**src/shared/gpib_cfg.svh**
```systemverilog
// constants for the instrument-side gpib interface
`ifndef GPIB_CFG_SVH
`define GPIB_CFG_SVH
`define GPIB_DATA_W 8
`define GPIB_FIFO_DEPTH 4
// interface message codes (7-bit, parity bit ignored)
`define GPIB_MSG_GTL 7'h01
`define GPIB_MSG_SDC 7'h04
`define GPIB_MSG_PPC 7'h05
`define GPIB_MSG_GET 7'h08
`define GPIB_MSG_LLO 7'h11
`define GPIB_MSG_DCL 7'h14
`define GPIB_MSG_PPU 7'h15
`define GPIB_MSG_SPE 7'h18
`define GPIB_MSG_SPD 7'h19
`define GPIB_MSG_UNL 7'h3F
`define GPIB_MSG_UNT 7'h5F
`define GPIB_LAD_BASE 2'h1
`define GPIB_TAD_BASE 2'h2
`define GPIB_PPE_BASE 3'h6
`define GPIB_PPD_CODE 7'h70
// serial poll status bit carrying the service request
`define GPIB_RQS_BIT 6
`endif

```
**src/shared/gpib_pkg.sv**
```systemverilog
// types for the instrument-side gpib interface
package gpib_pkg;
    // data byte with its end flag
    typedef struct packed
    {
        logic eoi;
        logic [7:0] data;
    } gpib_byte_type;
    // bus lines as seen by the device, all active low like the cable
    typedef struct packed
    {
        logic ifc_n;
        logic atn_n;
        logic ren_n;
        logic eoi_n;
        logic dav_n;
        logic nrfd_n;
        logic ndac_n;
        logic [7:0] dio_n;
    } gpib_bus_in_type;
    typedef enum logic [1:0] {GPIB_SRC_IDLE, GPIB_SRC_WAIT_RFD, GPIB_SRC_WAIT_DAC, GPIB_SRC_RELEASE} gpib_src_type;
    typedef enum logic [1:0] {GPIB_ACP_READY, GPIB_ACP_HOLD, GPIB_ACP_WAIT_END} gpib_acp_type;
endpackage : gpib_pkg

```
**src/hw/gpib_fifo.sv**
```systemverilog
// small valid/ready fifo for outgoing talker bytes
`timescale 1ns/1ps
module gpib_fifo #(
    parameter int WIDTH = 9,
    parameter int DEPTH = 4
) (
    input wire logic i_clk,
    input wire logic i_srst,
    input wire logic i_flush,
    input wire logic [WIDTH-1:0] i_wdata,
    input wire logic i_wvalid,
    output logic o_wready,
    output logic [WIDTH-1:0] o_rdata,
    output logic o_rvalid,
    input wire logic i_rready
);
    localparam int AW = $clog2(DEPTH);
    logic [WIDTH-1:0] mem_q [DEPTH]; // storage
    logic [AW-1:0] wp_q, wp_d, rp_q, rp_d; // pointers
    logic [AW:0] cnt_q, cnt_d; // fill level
    logic wr, rd;
    // pointer and count update
    always_comb
    begin
        wr = i_wvalid && o_wready;
        rd = o_rvalid && i_rready;
        wp_d = wr ? AW'(wp_q + 1'b1) : wp_q;
        rp_d = rd ? AW'(rp_q + 1'b1) : rp_q;
        cnt_d = AW'(0) + cnt_q + (AW+1)'(wr) - (AW+1)'(rd);
        if (i_flush)
        begin
            wp_d = '0;
            rp_d = '0;
            cnt_d = '0;
        end
    end
    always_ff @(posedge i_clk)
    begin
        if (i_srst)
        begin
            wp_q <= '0;
            rp_q <= '0;
            cnt_q <= '0;
        end
        else
        begin
            wp_q <= wp_d;
            rp_q <= rp_d;
            cnt_q <= cnt_d;
        end
    end
    // data array, no reset needed
    always_ff @(posedge i_clk)
    begin
        if (wr)
        begin
            mem_q[wp_q] <= i_wdata;
        end
    end
    assign o_wready = (cnt_q != (AW+1)'(DEPTH));
    assign o_rvalid = (cnt_q != '0);
    assign o_rdata = mem_q[rp_q];
endmodule : gpib_fifo

```
**src/hw/gpib_device.sv**
```systemverilog
// instrument-side gpib interface functions: sh, ah, t, l, sr, pp, rl, dc, dt
`timescale 1ns/1ps
`include "gpib_cfg.svh"
module gpib_device (
    input wire logic I_CLK,
    input wire logic I_SRST,
    input wire logic [4:0] I_MY_ADDR,
    input wire gpib_pkg::gpib_bus_in_type I_BUS,
    output logic [7:0] O_DIO_N,
    output logic O_DIO_OE_N,
    output logic O_DAV_N,
    output logic O_DAV_OE_N,
    output logic O_EOI_N,
    output logic O_EOI_OE_N,
    output logic O_NRFD_N,
    output logic O_NRFD_OE_N,
    output logic O_NDAC_N,
    output logic O_NDAC_OE_N,
    output logic O_SRQ_N,
    output logic O_SRQ_OE_N,
    input wire gpib_pkg::gpib_byte_type I_TX,
    input wire logic I_TX_VALID,
    output logic O_TX_READY,
    output gpib_pkg::gpib_byte_type O_RX,
    output logic O_RX_VALID,
    input wire logic I_RX_READY,
    input wire logic I_RSV,
    input wire logic [6:0] I_STATUS,
    input wire logic I_IST,
    output logic O_REMOTE,
    output logic O_LOCKOUT,
    output logic O_LISTEN,
    output logic O_TALK,
    output logic O_DEV_CLEAR,
    output logic O_TRIGGER
);
    import gpib_pkg::*;

    gpib_src_type src_q, src_d; // source handshake state
    gpib_acp_type acp_q, acp_d; // acceptor handshake state
    logic lads_q, lads_d, tads_q, tads_d, spms_q, spms_d; // addressing and serial poll mode
    logic rem_q, rem_d, llo_q, llo_d; // remote and lockout
    logic ppen_q, ppen_d, ppsense_q, ppsense_d; // parallel poll config
    logic [2:0] ppline_q, ppline_d;
    logic pacs_q, pacs_d; // ppe/ppd may follow
    logic srq_q, srq_d, spsent_q, spsent_d; // service request
    logic [7:0] dio_q, dio_d; // driven data, active high
    logic dio_en_q, dio_en_d, eoi_q, eoi_d;
    logic clr_q, clr_d, trg_q, trg_d; // one-cycle device events
    logic [7:0] rxb_q, rxb_d; // received byte
    logic rxe_q, rxe_d, rxv_q, rxv_d;
    logic [7:0] bus_byte;
    logic [6:0] cmd;
    logic atn, ifc, got_byte, ppoll;
    gpib_byte_type fifo_q;
    logic fifo_v, fifo_pop;
    logic [7:0] pp_mask;
    logic acp_on, nrfd_pull, ndac_pull; // acceptor line levels, high = pull low

    // outgoing bytes are buffered so the user side can run ahead of the bus
    gpib_fifo #(.WIDTH(9), .DEPTH(`GPIB_FIFO_DEPTH)) u_txq (
        .i_clk(I_CLK),
        .i_srst(I_SRST),
        .i_flush(ifc || clr_q),
        .i_wdata(I_TX),
        .i_wvalid(I_TX_VALID),
        .o_wready(O_TX_READY),
        .o_rdata(fifo_q),
        .o_rvalid(fifo_v),
        .i_rready(fifo_pop)
    );

    // decode bus levels, inverting to positive logic
    always_comb
    begin
        atn = !I_BUS.atn_n;
        ifc = !I_BUS.ifc_n;
        bus_byte = ~I_BUS.dio_n;
        cmd = bus_byte[6:0];
        got_byte = (acp_q == GPIB_ACP_READY) && !I_BUS.dav_n;
        ppoll = atn && !I_BUS.eoi_n;
        pp_mask = 8'h01 << ppline_q;
    end

    // acceptor handshake, addressing, remote/local, clear, trigger
    always_comb
    begin
        acp_d = acp_q;
        lads_d = lads_q;
        tads_d = tads_q;
        spms_d = spms_q;
        rem_d = rem_q;
        llo_d = llo_q;
        ppen_d = ppen_q;
        ppsense_d = ppsense_q;
        ppline_d = ppline_q;
        pacs_d = pacs_q;
        clr_d = 1'b0;
        trg_d = 1'b0;
        rxb_d = rxb_q;
        rxe_d = rxe_q;
        rxv_d = rxv_q && !I_RX_READY;
        unique case (acp_q)
            GPIB_ACP_READY:
            begin
                // a data byte for us waits until the user took the previous one
                if (got_byte && (atn || (lads_q && !rxv_q)))
                begin
                    acp_d = GPIB_ACP_HOLD;
                    if (atn)
                    begin
                        pacs_d = 1'b0;
                        if (cmd[6:5] == `GPIB_LAD_BASE && cmd[4:0] == I_MY_ADDR)
                        begin
                            lads_d = 1'b1;
                            tads_d = 1'b0;
                        end
                        else if (cmd[6:5] == `GPIB_TAD_BASE && cmd[4:0] == I_MY_ADDR)
                        begin
                            tads_d = 1'b1;
                            lads_d = 1'b0;
                        end
                        else if (cmd[6:5] == `GPIB_TAD_BASE || cmd == `GPIB_MSG_UNT)
                        begin
                            tads_d = 1'b0;
                        end
                        else if (cmd == `GPIB_MSG_UNL)
                        begin
                            lads_d = 1'b0;
                        end
                        else if (cmd == `GPIB_MSG_SPE)
                        begin
                            spms_d = 1'b1;
                        end
                        else if (cmd == `GPIB_MSG_SPD)
                        begin
                            spms_d = 1'b0;
                        end
                        else if (cmd == `GPIB_MSG_DCL || (cmd == `GPIB_MSG_SDC && lads_q))
                        begin
                            clr_d = 1'b1;
                        end
                        else if (cmd == `GPIB_MSG_GET && lads_q)
                        begin
                            trg_d = 1'b1;
                        end
                        else if (cmd == `GPIB_MSG_GTL && lads_q)
                        begin
                            rem_d = 1'b0;
                        end
                        else if (cmd == `GPIB_MSG_LLO)
                        begin
                            llo_d = 1'b1;
                        end
                        else if (cmd == `GPIB_MSG_PPU)
                        begin
                            ppen_d = 1'b0;
                        end
                        else if (cmd == `GPIB_MSG_PPC && lads_q)
                        begin
                            pacs_d = 1'b1;
                        end
                        else if (pacs_q && cmd[6:4] == `GPIB_PPE_BASE)
                        begin
                            ppen_d = 1'b1;
                            ppsense_d = cmd[3];
                            ppline_d = cmd[2:0];
                            pacs_d = 1'b1;
                        end
                        else if (pacs_q && cmd[6:4] == 3'h7)
                        begin
                            ppen_d = 1'b0;
                            pacs_d = 1'b1;
                        end
                        // listen address turns remote on while ren is low
                        if (cmd[6:5] == `GPIB_LAD_BASE && cmd[4:0] == I_MY_ADDR && !I_BUS.ren_n)
                        begin
                            rem_d = 1'b1;
                        end
                    end
                    else
                    begin
                        rxb_d = bus_byte;
                        rxe_d = !I_BUS.eoi_n;
                        rxv_d = 1'b1;
                    end
                end
            end
            GPIB_ACP_HOLD:
            begin
                acp_d = GPIB_ACP_WAIT_END;
            end
            GPIB_ACP_WAIT_END:
            begin
                if (I_BUS.dav_n)
                begin
                    acp_d = GPIB_ACP_READY;
                end
            end
            default:
            begin
                acp_d = GPIB_ACP_READY;
            end
        endcase
        if (I_BUS.ren_n)
        begin
            rem_d = 1'b0;
            llo_d = 1'b0;
        end
        if (ifc)
        begin
            acp_d = GPIB_ACP_READY;
            lads_d = 1'b0;
            tads_d = 1'b0;
            spms_d = 1'b0;
            pacs_d = 1'b0;
            rxv_d = 1'b0;
        end
        // acceptor stays off the bus unless addressed or under attention, so our own talker is not stalled
        acp_on = atn || lads_d;
        // a listener with a full receive byte is not ready for the next one
        nrfd_pull = acp_on && ((acp_d != GPIB_ACP_READY) || (!atn && rxv_d));
        ndac_pull = acp_on && (acp_d != GPIB_ACP_WAIT_END);
    end

    // source handshake, talker data and srq
    always_comb
    begin
        src_d = src_q;
        dio_d = dio_q;
        dio_en_d = 1'b0;
        eoi_d = 1'b0;
        fifo_pop = 1'b0;
        srq_d = I_RSV && !spsent_q;
        spsent_d = spsent_q && I_RSV;
        if (ppoll && ppen_q)
        begin
            dio_en_d = (I_IST == ppsense_q);
            dio_d = pp_mask;
            src_d = GPIB_SRC_IDLE;
        end
        else
        begin
            unique case (src_q)
                GPIB_SRC_IDLE:
                begin
                    if (!atn && tads_q && (spms_q || fifo_v))
                    begin
                        src_d = GPIB_SRC_WAIT_RFD;
                    end
                end
                GPIB_SRC_WAIT_RFD:
                begin
                    dio_en_d = 1'b1;
                    dio_d = spms_q ? {1'b0, srq_q, I_STATUS[5:0]} : fifo_q.data;
                    eoi_d = !spms_q && fifo_q.eoi;
                    if (atn)
                    begin
                        src_d = GPIB_SRC_IDLE;
                    end
                    else if (!I_BUS.nrfd_n == 1'b0 && dio_en_q)
                    begin
                        src_d = GPIB_SRC_WAIT_DAC;
                    end
                end
                GPIB_SRC_WAIT_DAC:
                begin
                    dio_en_d = 1'b1;
                    eoi_d = eoi_q;
                    if (I_BUS.ndac_n)
                    begin
                        src_d = GPIB_SRC_RELEASE;
                        if (spms_q)
                        begin
                            spsent_d = srq_q;
                        end
                        else
                        begin
                            fifo_pop = 1'b1;
                        end
                    end
                end
                GPIB_SRC_RELEASE:
                begin
                    // dav already released, wait for the acceptors to rearm
                    if (!I_BUS.ndac_n || atn)
                    begin
                        src_d = GPIB_SRC_IDLE;
                    end
                end
            endcase
        end
        if (ifc)
        begin
            src_d = GPIB_SRC_IDLE;
            dio_en_d = 1'b0;
            eoi_d = 1'b0;
        end
    end

    always_ff @(posedge I_CLK)
    begin
        if (I_SRST)
        begin
            src_q <= GPIB_SRC_IDLE;
            acp_q <= GPIB_ACP_READY;
            lads_q <= 1'b0;
            tads_q <= 1'b0;
            spms_q <= 1'b0;
            rem_q <= 1'b0;
            llo_q <= 1'b0;
            ppen_q <= 1'b0;
            ppsense_q <= 1'b0;
            ppline_q <= 3'h0;
            pacs_q <= 1'b0;
            srq_q <= 1'b0;
            spsent_q <= 1'b0;
            dio_q <= 8'h00;
            dio_en_q <= 1'b0;
            eoi_q <= 1'b0;
            clr_q <= 1'b0;
            trg_q <= 1'b0;
            rxb_q <= 8'h00;
            rxe_q <= 1'b0;
            rxv_q <= 1'b0;
        end
        else
        begin
            src_q <= src_d;
            acp_q <= acp_d;
            lads_q <= lads_d;
            tads_q <= tads_d;
            spms_q <= spms_d;
            rem_q <= rem_d;
            llo_q <= llo_d;
            ppen_q <= ppen_d;
            ppsense_q <= ppsense_d;
            ppline_q <= ppline_d;
            pacs_q <= pacs_d;
            srq_q <= srq_d;
            spsent_q <= spsent_d;
            dio_q <= dio_d;
            dio_en_q <= dio_en_d;
            eoi_q <= eoi_d;
            clr_q <= clr_d;
            trg_q <= trg_d;
            rxb_q <= rxb_d;
            rxe_q <= rxe_d;
            rxv_q <= rxv_d;
        end
    end

    // pin drivers come straight from flops; enables are active low
    always_ff @(posedge I_CLK)
    begin
        if (I_SRST)
        begin
            O_DIO_N <= 8'hFF;
            O_DIO_OE_N <= 1'b1;
            O_DAV_N <= 1'b1;
            O_DAV_OE_N <= 1'b1;
            O_EOI_N <= 1'b1;
            O_EOI_OE_N <= 1'b1;
            O_NRFD_N <= 1'b1;
            O_NRFD_OE_N <= 1'b1;
            O_NDAC_N <= 1'b1;
            O_NDAC_OE_N <= 1'b1;
            O_SRQ_N <= 1'b1;
            O_SRQ_OE_N <= 1'b1;
        end
        else
        begin
            O_DIO_N <= ~dio_d;
            O_DIO_OE_N <= !dio_en_d;
            O_DAV_N <= !(src_d == GPIB_SRC_WAIT_DAC);
            O_DAV_OE_N <= !(src_d == GPIB_SRC_WAIT_DAC);
            O_EOI_N <= !eoi_d;
            O_EOI_OE_N <= !eoi_d;
            O_NRFD_N <= !nrfd_pull;
            O_NRFD_OE_N <= !nrfd_pull;
            O_NDAC_N <= !ndac_pull;
            O_NDAC_OE_N <= !ndac_pull;
            O_SRQ_N <= !srq_d;
            O_SRQ_OE_N <= !srq_d;
        end
    end

    assign O_RX = '{eoi: rxe_q, data: rxb_q};
    assign O_RX_VALID = rxv_q;
    assign O_REMOTE = rem_q;
    assign O_LOCKOUT = llo_q;
    assign O_LISTEN = lads_q;
    assign O_TALK = tads_q;
    assign O_DEV_CLEAR = clr_q;
    assign O_TRIGGER = trg_q;
endmodule : gpib_device

```
**config.mk**
```make
export PLATFORM = sky130hd
export DESIGN_NAME = gpib_device
export DESIGN_NICKNAME = d
export VERILOG_FILES = /design/src/shared/gpib_pkg.sv /design/src/hw/gpib_fifo.sv /design/src/hw/gpib_device.sv
export VERILOG_INCLUDE_DIRS = /design/src /design/src/shared
export SDC_FILE = /design/constraint.sdc
export NUM_CORES = 1
export LEC_CHECK = 0
export ABC_AREA = 1
export BUFFER_PORTS_ARGS = -buffer_cell sky130_fd_sc_hd__buf_2
export CAP_MARGIN = 15
export CELL_PAD_IN_SITES_DETAIL_PLACEMENT = 0
export CELL_PAD_IN_SITES_GLOBAL_PLACEMENT = 1
export CORE_MARGIN = 2
export CORE_UTILIZATION = 38
export DETAILED_ROUTE_END_ITERATION = 10
export GPL_TIMING_DRIVEN = 0
export HOLD_SLACK_MARGIN = 0.15
export PLACE_DENSITY_LB_ADDON = 0.1
export RECOVER_POWER = 100
export SYNTH_ARGS = -nofsm -noshare
export SYNTH_HDL_FRONTEND = slang
export SYNTH_SLANG_ARGS = --single-unit
```
**constraint.sdc**
```tcl
create_clock -name I_CLK -period 2.3 [get_ports I_CLK]
set_input_delay 0.46 -clock I_CLK [delete_from_list [all_inputs] [get_ports I_CLK]]
set_output_delay 0.46 -clock I_CLK [all_outputs]
set_load 0.01 [all_outputs]
```
* Yosys cells after proc, flatten, opt, wreduce, memory -nomap -nowiden *
Memory sizes are Yosys's and may differ from the RTL's. A register that Yosys moved wholly into a read port is not among the register bits.
Index checks and enable logic that the tools add are counted.

word-level totals
  register bits after elaboration = 60
  memory bits (writable) = 36
  output and inout port bits = 36
  logic and storage cells = 241
  memories kept = 1

memories
  memory       words  width  rd ports  clocked after Yosys merged registers in  wr ports  line             RTL
  u_txq.mem_q  4      9      1         1                                        1         gpib_fifo.sv:18  logic [WIDTH-1:0] mem_q [DEPTH];

operators by class
  add/sub/neg operators = 4
  eq/ne operators = 34
  shifts and indexed selects = 1
  multiplexer cells = 80
  bitwise gates (word level) = 18
  reduce and logical (&&, ||, !) cells = 72

operator list
  cell                 count
  $mux 1               62
  $eq 7x5->1 const B   5
  $logic_and 1x1->1    26
  $mux 2               12
  $mux 8               3
  $logic_not 1->1      16
  $ne 2x1->1 const B   8
  $not 1->1            16
  $not 8->8            2
  $reduce_and 16->1    1
  $reduce_and 15->1    1
  $eq 7x3->1 const B   2
  $reduce_and 13->1    1
  $reduce_and 12->1    1
  $reduce_or 11->1     1
  $eq 2x2->1 const B   5
  $reduce_or 10->1     1
  $reduce_bool 3->1    3
  $logic_or 1x1->1     8
  $pmux 2 s4           1
  $reduce_and 8->1     1
  $reduce_or 2->1      4
  $shl 1x3->8 const A  1
  $eq 7x1->1 const B   1
  18 further kinds     27

* Longest topological paths before layout *
  word-level depth = 17
  gate-level depth with buffers = 14

* Hierarchy *
Synthesis repeated with hierarchy kept, for this count alone.

unflattened totals
  cell total of the unflattened synthesis = 483
  area, all modules = 4334.2 um2

modules (own cells, without submodules)
  module       instances  cells an instance  area an instance (um2)  sequential area each (um2)
  gpib_device  1          331                2493.6                  1061.0
  gpib_fifo    1          152                1840.5                  1261.2

* Worst setup path after synthesis *
OpenSTA, ideal clock, no wires.

  kind = input -> register
  start point = input port I_BUS[13] (netlist name)
  end point = register u_txq.cnt_q[2]
  library setup time = 0.070 ns
  arrival time = 2.407 ns
  required time = 2.230 ns
  path slack = -0.177 ns
  cell stages on the path = 14
  cells stage by stage = buf_6 -> nor3_4 -> inv_4 -> nand3_4 -> inv_4 -> nand2_4 -> inv_1 -> ha_1 -> inv_1 -> ha_1 -> inv_1 -> fa_1 -> or2_2 -> a21oi_1

on the way
  cells in the longest elaborated chain, start to end = 6

RTL lines
  what                  line                RTL
  from (decl)           gpib_device.sv:8    input wire gpib_pkg::gpib_bus_in_type I_BUS,
  $logic_not 1->1       gpib_device.sv:76   atn = !I_BUS.atn_n;
  $logic_and 1x1->1     gpib_device.sv:81   ppoll = atn && !I_BUS.eoi_n;
  $logic_and 1x1->1     gpib_device.sv:236  if (ppoll && ppen_q)
  $mux 1                gpib_device.sv:236
  $logic_and 1x1->1     gpib_fifo.sv:26     rd = o_rvalid && i_rready;
  via u_txq.rd          gpib_fifo.sv:21     logic wr, rd;
  $sub 3x1->3           gpib_fifo.sv:29     cnt_d = AW'(0) + cnt_q + (AW+1)'(wr) - (AW+1)'(rd);
  to (signal assigned)  gpib_fifo.sv:49     cnt_q <= cnt_d;
  to (decl)             gpib_fifo.sv:20     logic [AW:0] cnt_q, cnt_d;

The timed path passes the listed nets, and every way through them passes these cells.
A chain may end at the register's enable or synchronous reset.

* Worst setup path after layout *
  start point = register src_q[0]
  end point = register u_txq.cnt_q[2]

on the way
  cells in the longest elaborated chain, start to end = 5

RTL lines
  what                    line                RTL
  from (decl)             gpib_device.sv:39   gpib_src_type src_q, src_d;
  from (signal assigned)  gpib_device.sv:329  src_q <= src_d;
  $eq 2x2->1              gpib_device.sv:244  unique case (src_q)
  $mux 1                  gpib_device.sv:244
  $mux 1                  gpib_device.sv:236
  $logic_and 1x1->1       gpib_fifo.sv:26
  via u_txq.rd            gpib_fifo.sv:21
  $sub 3x1->3             gpib_fifo.sv:29

The timed path passes the listed nets, and every way through them passes these cells.

==> metrics.log <==
[metrics] status: finished clean
[metrics] category of cells accounting for the largest share of critical-path delay: adder cells
[metrics] reg-to-reg startpoint: src_q[0]
[metrics] power density over the cells: between 700 and 800 nW/um^2
[metrics] final worst slack: roughly 0.14 ns
[metrics] sequential area share after synthesis: 0.5267
[metrics] Synth cell types: 45
[metrics] Worst IR Drop VDD: approximately 400 uV
[metrics] register bit count reported by yosys: between 90 and 100
[metrics] area fraction of the dominant cell type after synthesis: 0.2815
[metrics] max capacitance violation total: 0
[metrics] total DRC errors in the routed layout: 0
[metrics] Hold Startpoint: I_BUS[7]
[metrics] largest cells by area after synthesis: sky130_fd_sc_hd__dfxtp_1 28%, sky130_fd_sc_hd__edfxtp_1 25%, sky130_fd_sc_hd__nand2_1 6.4%
[metrics] Leak Pwr: around 2.1 nW
[metrics] area growth from synthesis to final layout: 18.44%
[metrics] Final Max Tran Viols: 0
[metrics] Worst Max-Slew Pin Slew: ~1 ns
[metrics] Slew HR: 0.3499
[metrics] CTS hold repair buffers: 0
[metrics] Post-synth EDFFs: 36
[metrics] aggregate negative setup slack: 0 ns
[metrics] half-perimeter wire length after placement: between 7000 and 8000 microns
[metrics] Via-to-Cell Ratio: around 4.8
[metrics] IO Port Bufs: 74
[metrics] maximum number of pins on one net before global-route repair: 17
[metrics] total of fill cells in the finished design: roughly 1100
[metrics] endpoint of the most critical register-to-register path: u_txq.cnt_q[2]
[metrics] min Tclk post-route: 2.164 ns
[metrics] number of detailed-route iterations in the first pass: 4
[metrics] number of clock buffers inserted by TritonCTS: 9
[metrics] synthesized area per cell: between 8 and 9 sq um
[metrics] 1st-iter DRT viols: around 140
[metrics] hold violation total from the final report: 0
[metrics] post-synthesis instance area: roughly 4400 sq um
[metrics] DIE WIDTH: around 110 microns
[metrics] flip-flop cell with the highest count after synthesis: sky130_fd_sc_hd__dfxtp_1
[metrics] Congestion Overflow GR: 0
[metrics] register clock-pin slew on the reported worst setup and hold paths: 0.07 ns
[metrics] cell type contributing the most total cell area after synthesis: sky130_fd_sc_hd__dfxtp_1
[metrics] level count of the clock H-tree: 3
[metrics] Endpoint, Worst Hold: rxb_q[7]
[metrics] leading post-synthesis cells by instance count: 75 x sky130_fd_sc_hd__nand2_1, 62 x sky130_fd_sc_hd__dfxtp_1, 59 x sky130_fd_sc_hd__inv_1, 56 x sky130_fd_sc_hd__nor2_1, 36 x sky130_fd_sc_hd__edfxtp_1
[metrics] number of setup violations in the final report: 0
[metrics] average wire per standard cell: approximately 14 microns
[metrics] Synth Instances: between 400 and 500
[metrics] area used by multi-input combinational logic: 1663 sq um
[metrics] buffer depth of the longest clock path: 2
[metrics] count of standard-cell rows: 39
[metrics] height of the chip: between 100 and 150 microns
[metrics] final period utilization: 0.9409
[metrics] CTS tree: built
[metrics] layout cell share with drive strength beyond 1: 0.1556
[metrics] vias post-DR: 3477
[metrics] I/O pin total: around 80
[metrics] Post-Place Worst Slack: -0.1937 ns
[metrics] number of antenna violations at the first check in global routing: 0
[metrics] final weighted congestion of routability-driven global placement: 0.7878
[metrics] CP endpoint kind: flip-flop
[metrics] antenna cells: 0
[metrics] r2r worst-path depth: 13
[metrics] Initial Utilization: 0.3878
[metrics] root buffer selected by CTS: sky130_fd_sc_hd__clkbuf_16
[metrics] gr usage total: 0.1628
[metrics] required time of the worst setup path: roughly 2.6 ns
[metrics] number of cells on the worst hold path: 2
[metrics] critical path's slowest cell: sky130_fd_sc_hd__dfxtp_1
[metrics] timing-limited maximum frequency: ~460 MHz
[metrics] final-layout worst hold slack: roughly 0.28 ns
[metrics] clock latency of the later-clocked register in the worst-skew pair: about 0.35 ns
[metrics] area of the die: 12480 sq um
[metrics] TritonCTS Sinks: 98
[metrics] share of async-settable or async-resettable flops after synthesis: 0
[metrics] Worst Clk Skew: ~0.0045 ns
[metrics] kind of critical path: reg2reg
[metrics] CORE AREA: approximately 11000 sq um
[metrics] cells along the critical path: inv_1, ha_4, nand3_4, inv_4, nand2_4, inv_2, ha_4, inv_2, ha_4, inv_2, fa_2, or2_4, a21oi_1
[metrics] largest fanout on the critical path: 5
[metrics] synthesized net count: roughly 550
[metrics] largest stage delay on the critical path: about 0.38 ns
[metrics] kind of start point of the critical path: flip-flop
[metrics] warning count from the yosys run: 0
[metrics] register-to-register setup slack: between 0.1 and 0.15 ns
[metrics] arrival time at the worst endpoint: roughly 2.4 ns
[metrics] total wire length after detailed routing: approximately 9900 microns
[metrics] Tightest Hold Check Type: in2reg
[metrics] net total in the final layout: around 630
[metrics] setup repair after global routing missed its margin: false
[metrics] final antenna-violating net count: 0
[metrics] most instantiated library cell after synthesis: sky130_fd_sc_hd__nand2_1
[metrics] Register Area: 2322 sq um
[metrics] number of global-route vias before repair: 3211
[metrics] number of buffer and inverter stages on the critical path: 5
[metrics] Total Power: approximately 3.7 mW
[metrics] wire length of the first global-routing pass: approximately 16000 microns
==> routing by layer <==
layer  GRT usage  vias to the layer above  wire, microns
li1            -                     1788              -
met1      0.2215                     1604           4852
met2      0.2501                       77           4426
met3     0.04246                        8            492
met4     0.06173                        0            121
met5           0                        -              0
==> final cells by class <==
class / count / share of cell area
buffer: 20 / 0.02779
clock buffer: 9 / 0.04312
clock inverter: 7 / 0.01797
inverter: 68 / 0.04983
multi-input combinational: 306 / 0.3184
sequential: 98 / 0.4447
tap: 143 / 0.03426
timing repair buffer: 77 / 0.06397
==> sequential cells by signal, summed over array words and instances, names as in the netlist, 2 cells and up, named ones only <==
name / count
dio_q: 8
rxb_q: 8
u_txq.wp_q: 2
ppline_q: 3
src_q: 2
u_txq.rp_q: 2
acp_q: 2
O_DIO_N: 8
u_txq.cnt_q: 3
u_txq.mem_q: 36
==> power breakdown <==
group | leakage [nW] | internal, mW | total (mW) | switching [mW]
clock network | 0.149 | 0.949 | 1.60 | 0.646
logic | 1.13 | 0.0809 | 0.228 | 0.147
registers | 0.833 | 1.83 | 1.85 | 0.0131
total | 2.11 | 2.86 | 3.67 | 0.806
==> worst max path at each step <==
stage	startpoint	end	slack (ns)	depth (start not counted)
floorplan	I_BUS[13]	u_txq.cnt_q[2]	-0.001	14
global placement	I_BUS[11]	u_txq.cnt_q[2]	-0.18	14
detailed placement	I_BUS[11]	u_txq.cnt_q[2]	-0.19	14
CTS	src_q[0]	u_txq.cnt_q[2]	0.07	13
global route	src_q[0]	u_txq.cnt_q[2]	0.006	13
finish	src_q[0]	u_txq.cnt_q[2]	0.14	13
==> cell families after synthesis <==
group,count (synthesis),synth area share
XOR/XNOR,6,0.01192
buffers and inverters,88,0.09449
AO/OA/AOI/OAI,86,0.1098
adder cells (fa/ha/maj),11,0.03292
AND/OR/NAND/NOR,203,0.2242
flip-flops,98,0.5267
==> timing repair <==
item                       in CTS  in global routing
setup buffers                   0                  3
hold endpoints to repair        0                  0
setup endpoints to repair       1                  1
resized for setup               1                  2
pin swaps                       0                  1
==> layout by cell type (no fill, tap or decap), drive strengths merged <==
master	instances
nor3b	3
a21boi	1
o22ai	2
clkinvlp	2
nand3b	1
nor4	1
or2	5
clkinv	7
nand2	79
dfxtp	62
nand4	11
a31oi	1
inv	64
a211oi	2
fa	1
buf	43
nor3	11
a21oi	37
xnor2	5
edfxtp	36
o32ai	1
clkbuf	63
bufinv	2
o21ai	39
o211ai	1
nand3	28
ha	10
xor2	1
nor2	64
o21a	2
==> stage by stage <==
step / cells / util / cell area, sq um
6_report: 728 / 0.4593 / 5223
4_1_cts: 725 / 0.4678 / 5319
2_1_floorplan: 492 / - / 4448
3_3_place_gp: 709 / 0.4395 / 4997
3_5_place_dp: 709 / 0.4395 / 4997
5_1_grt: 728 / 0.4593 / 5223
No activity file was read; power rests on OpenSTA's default activity.
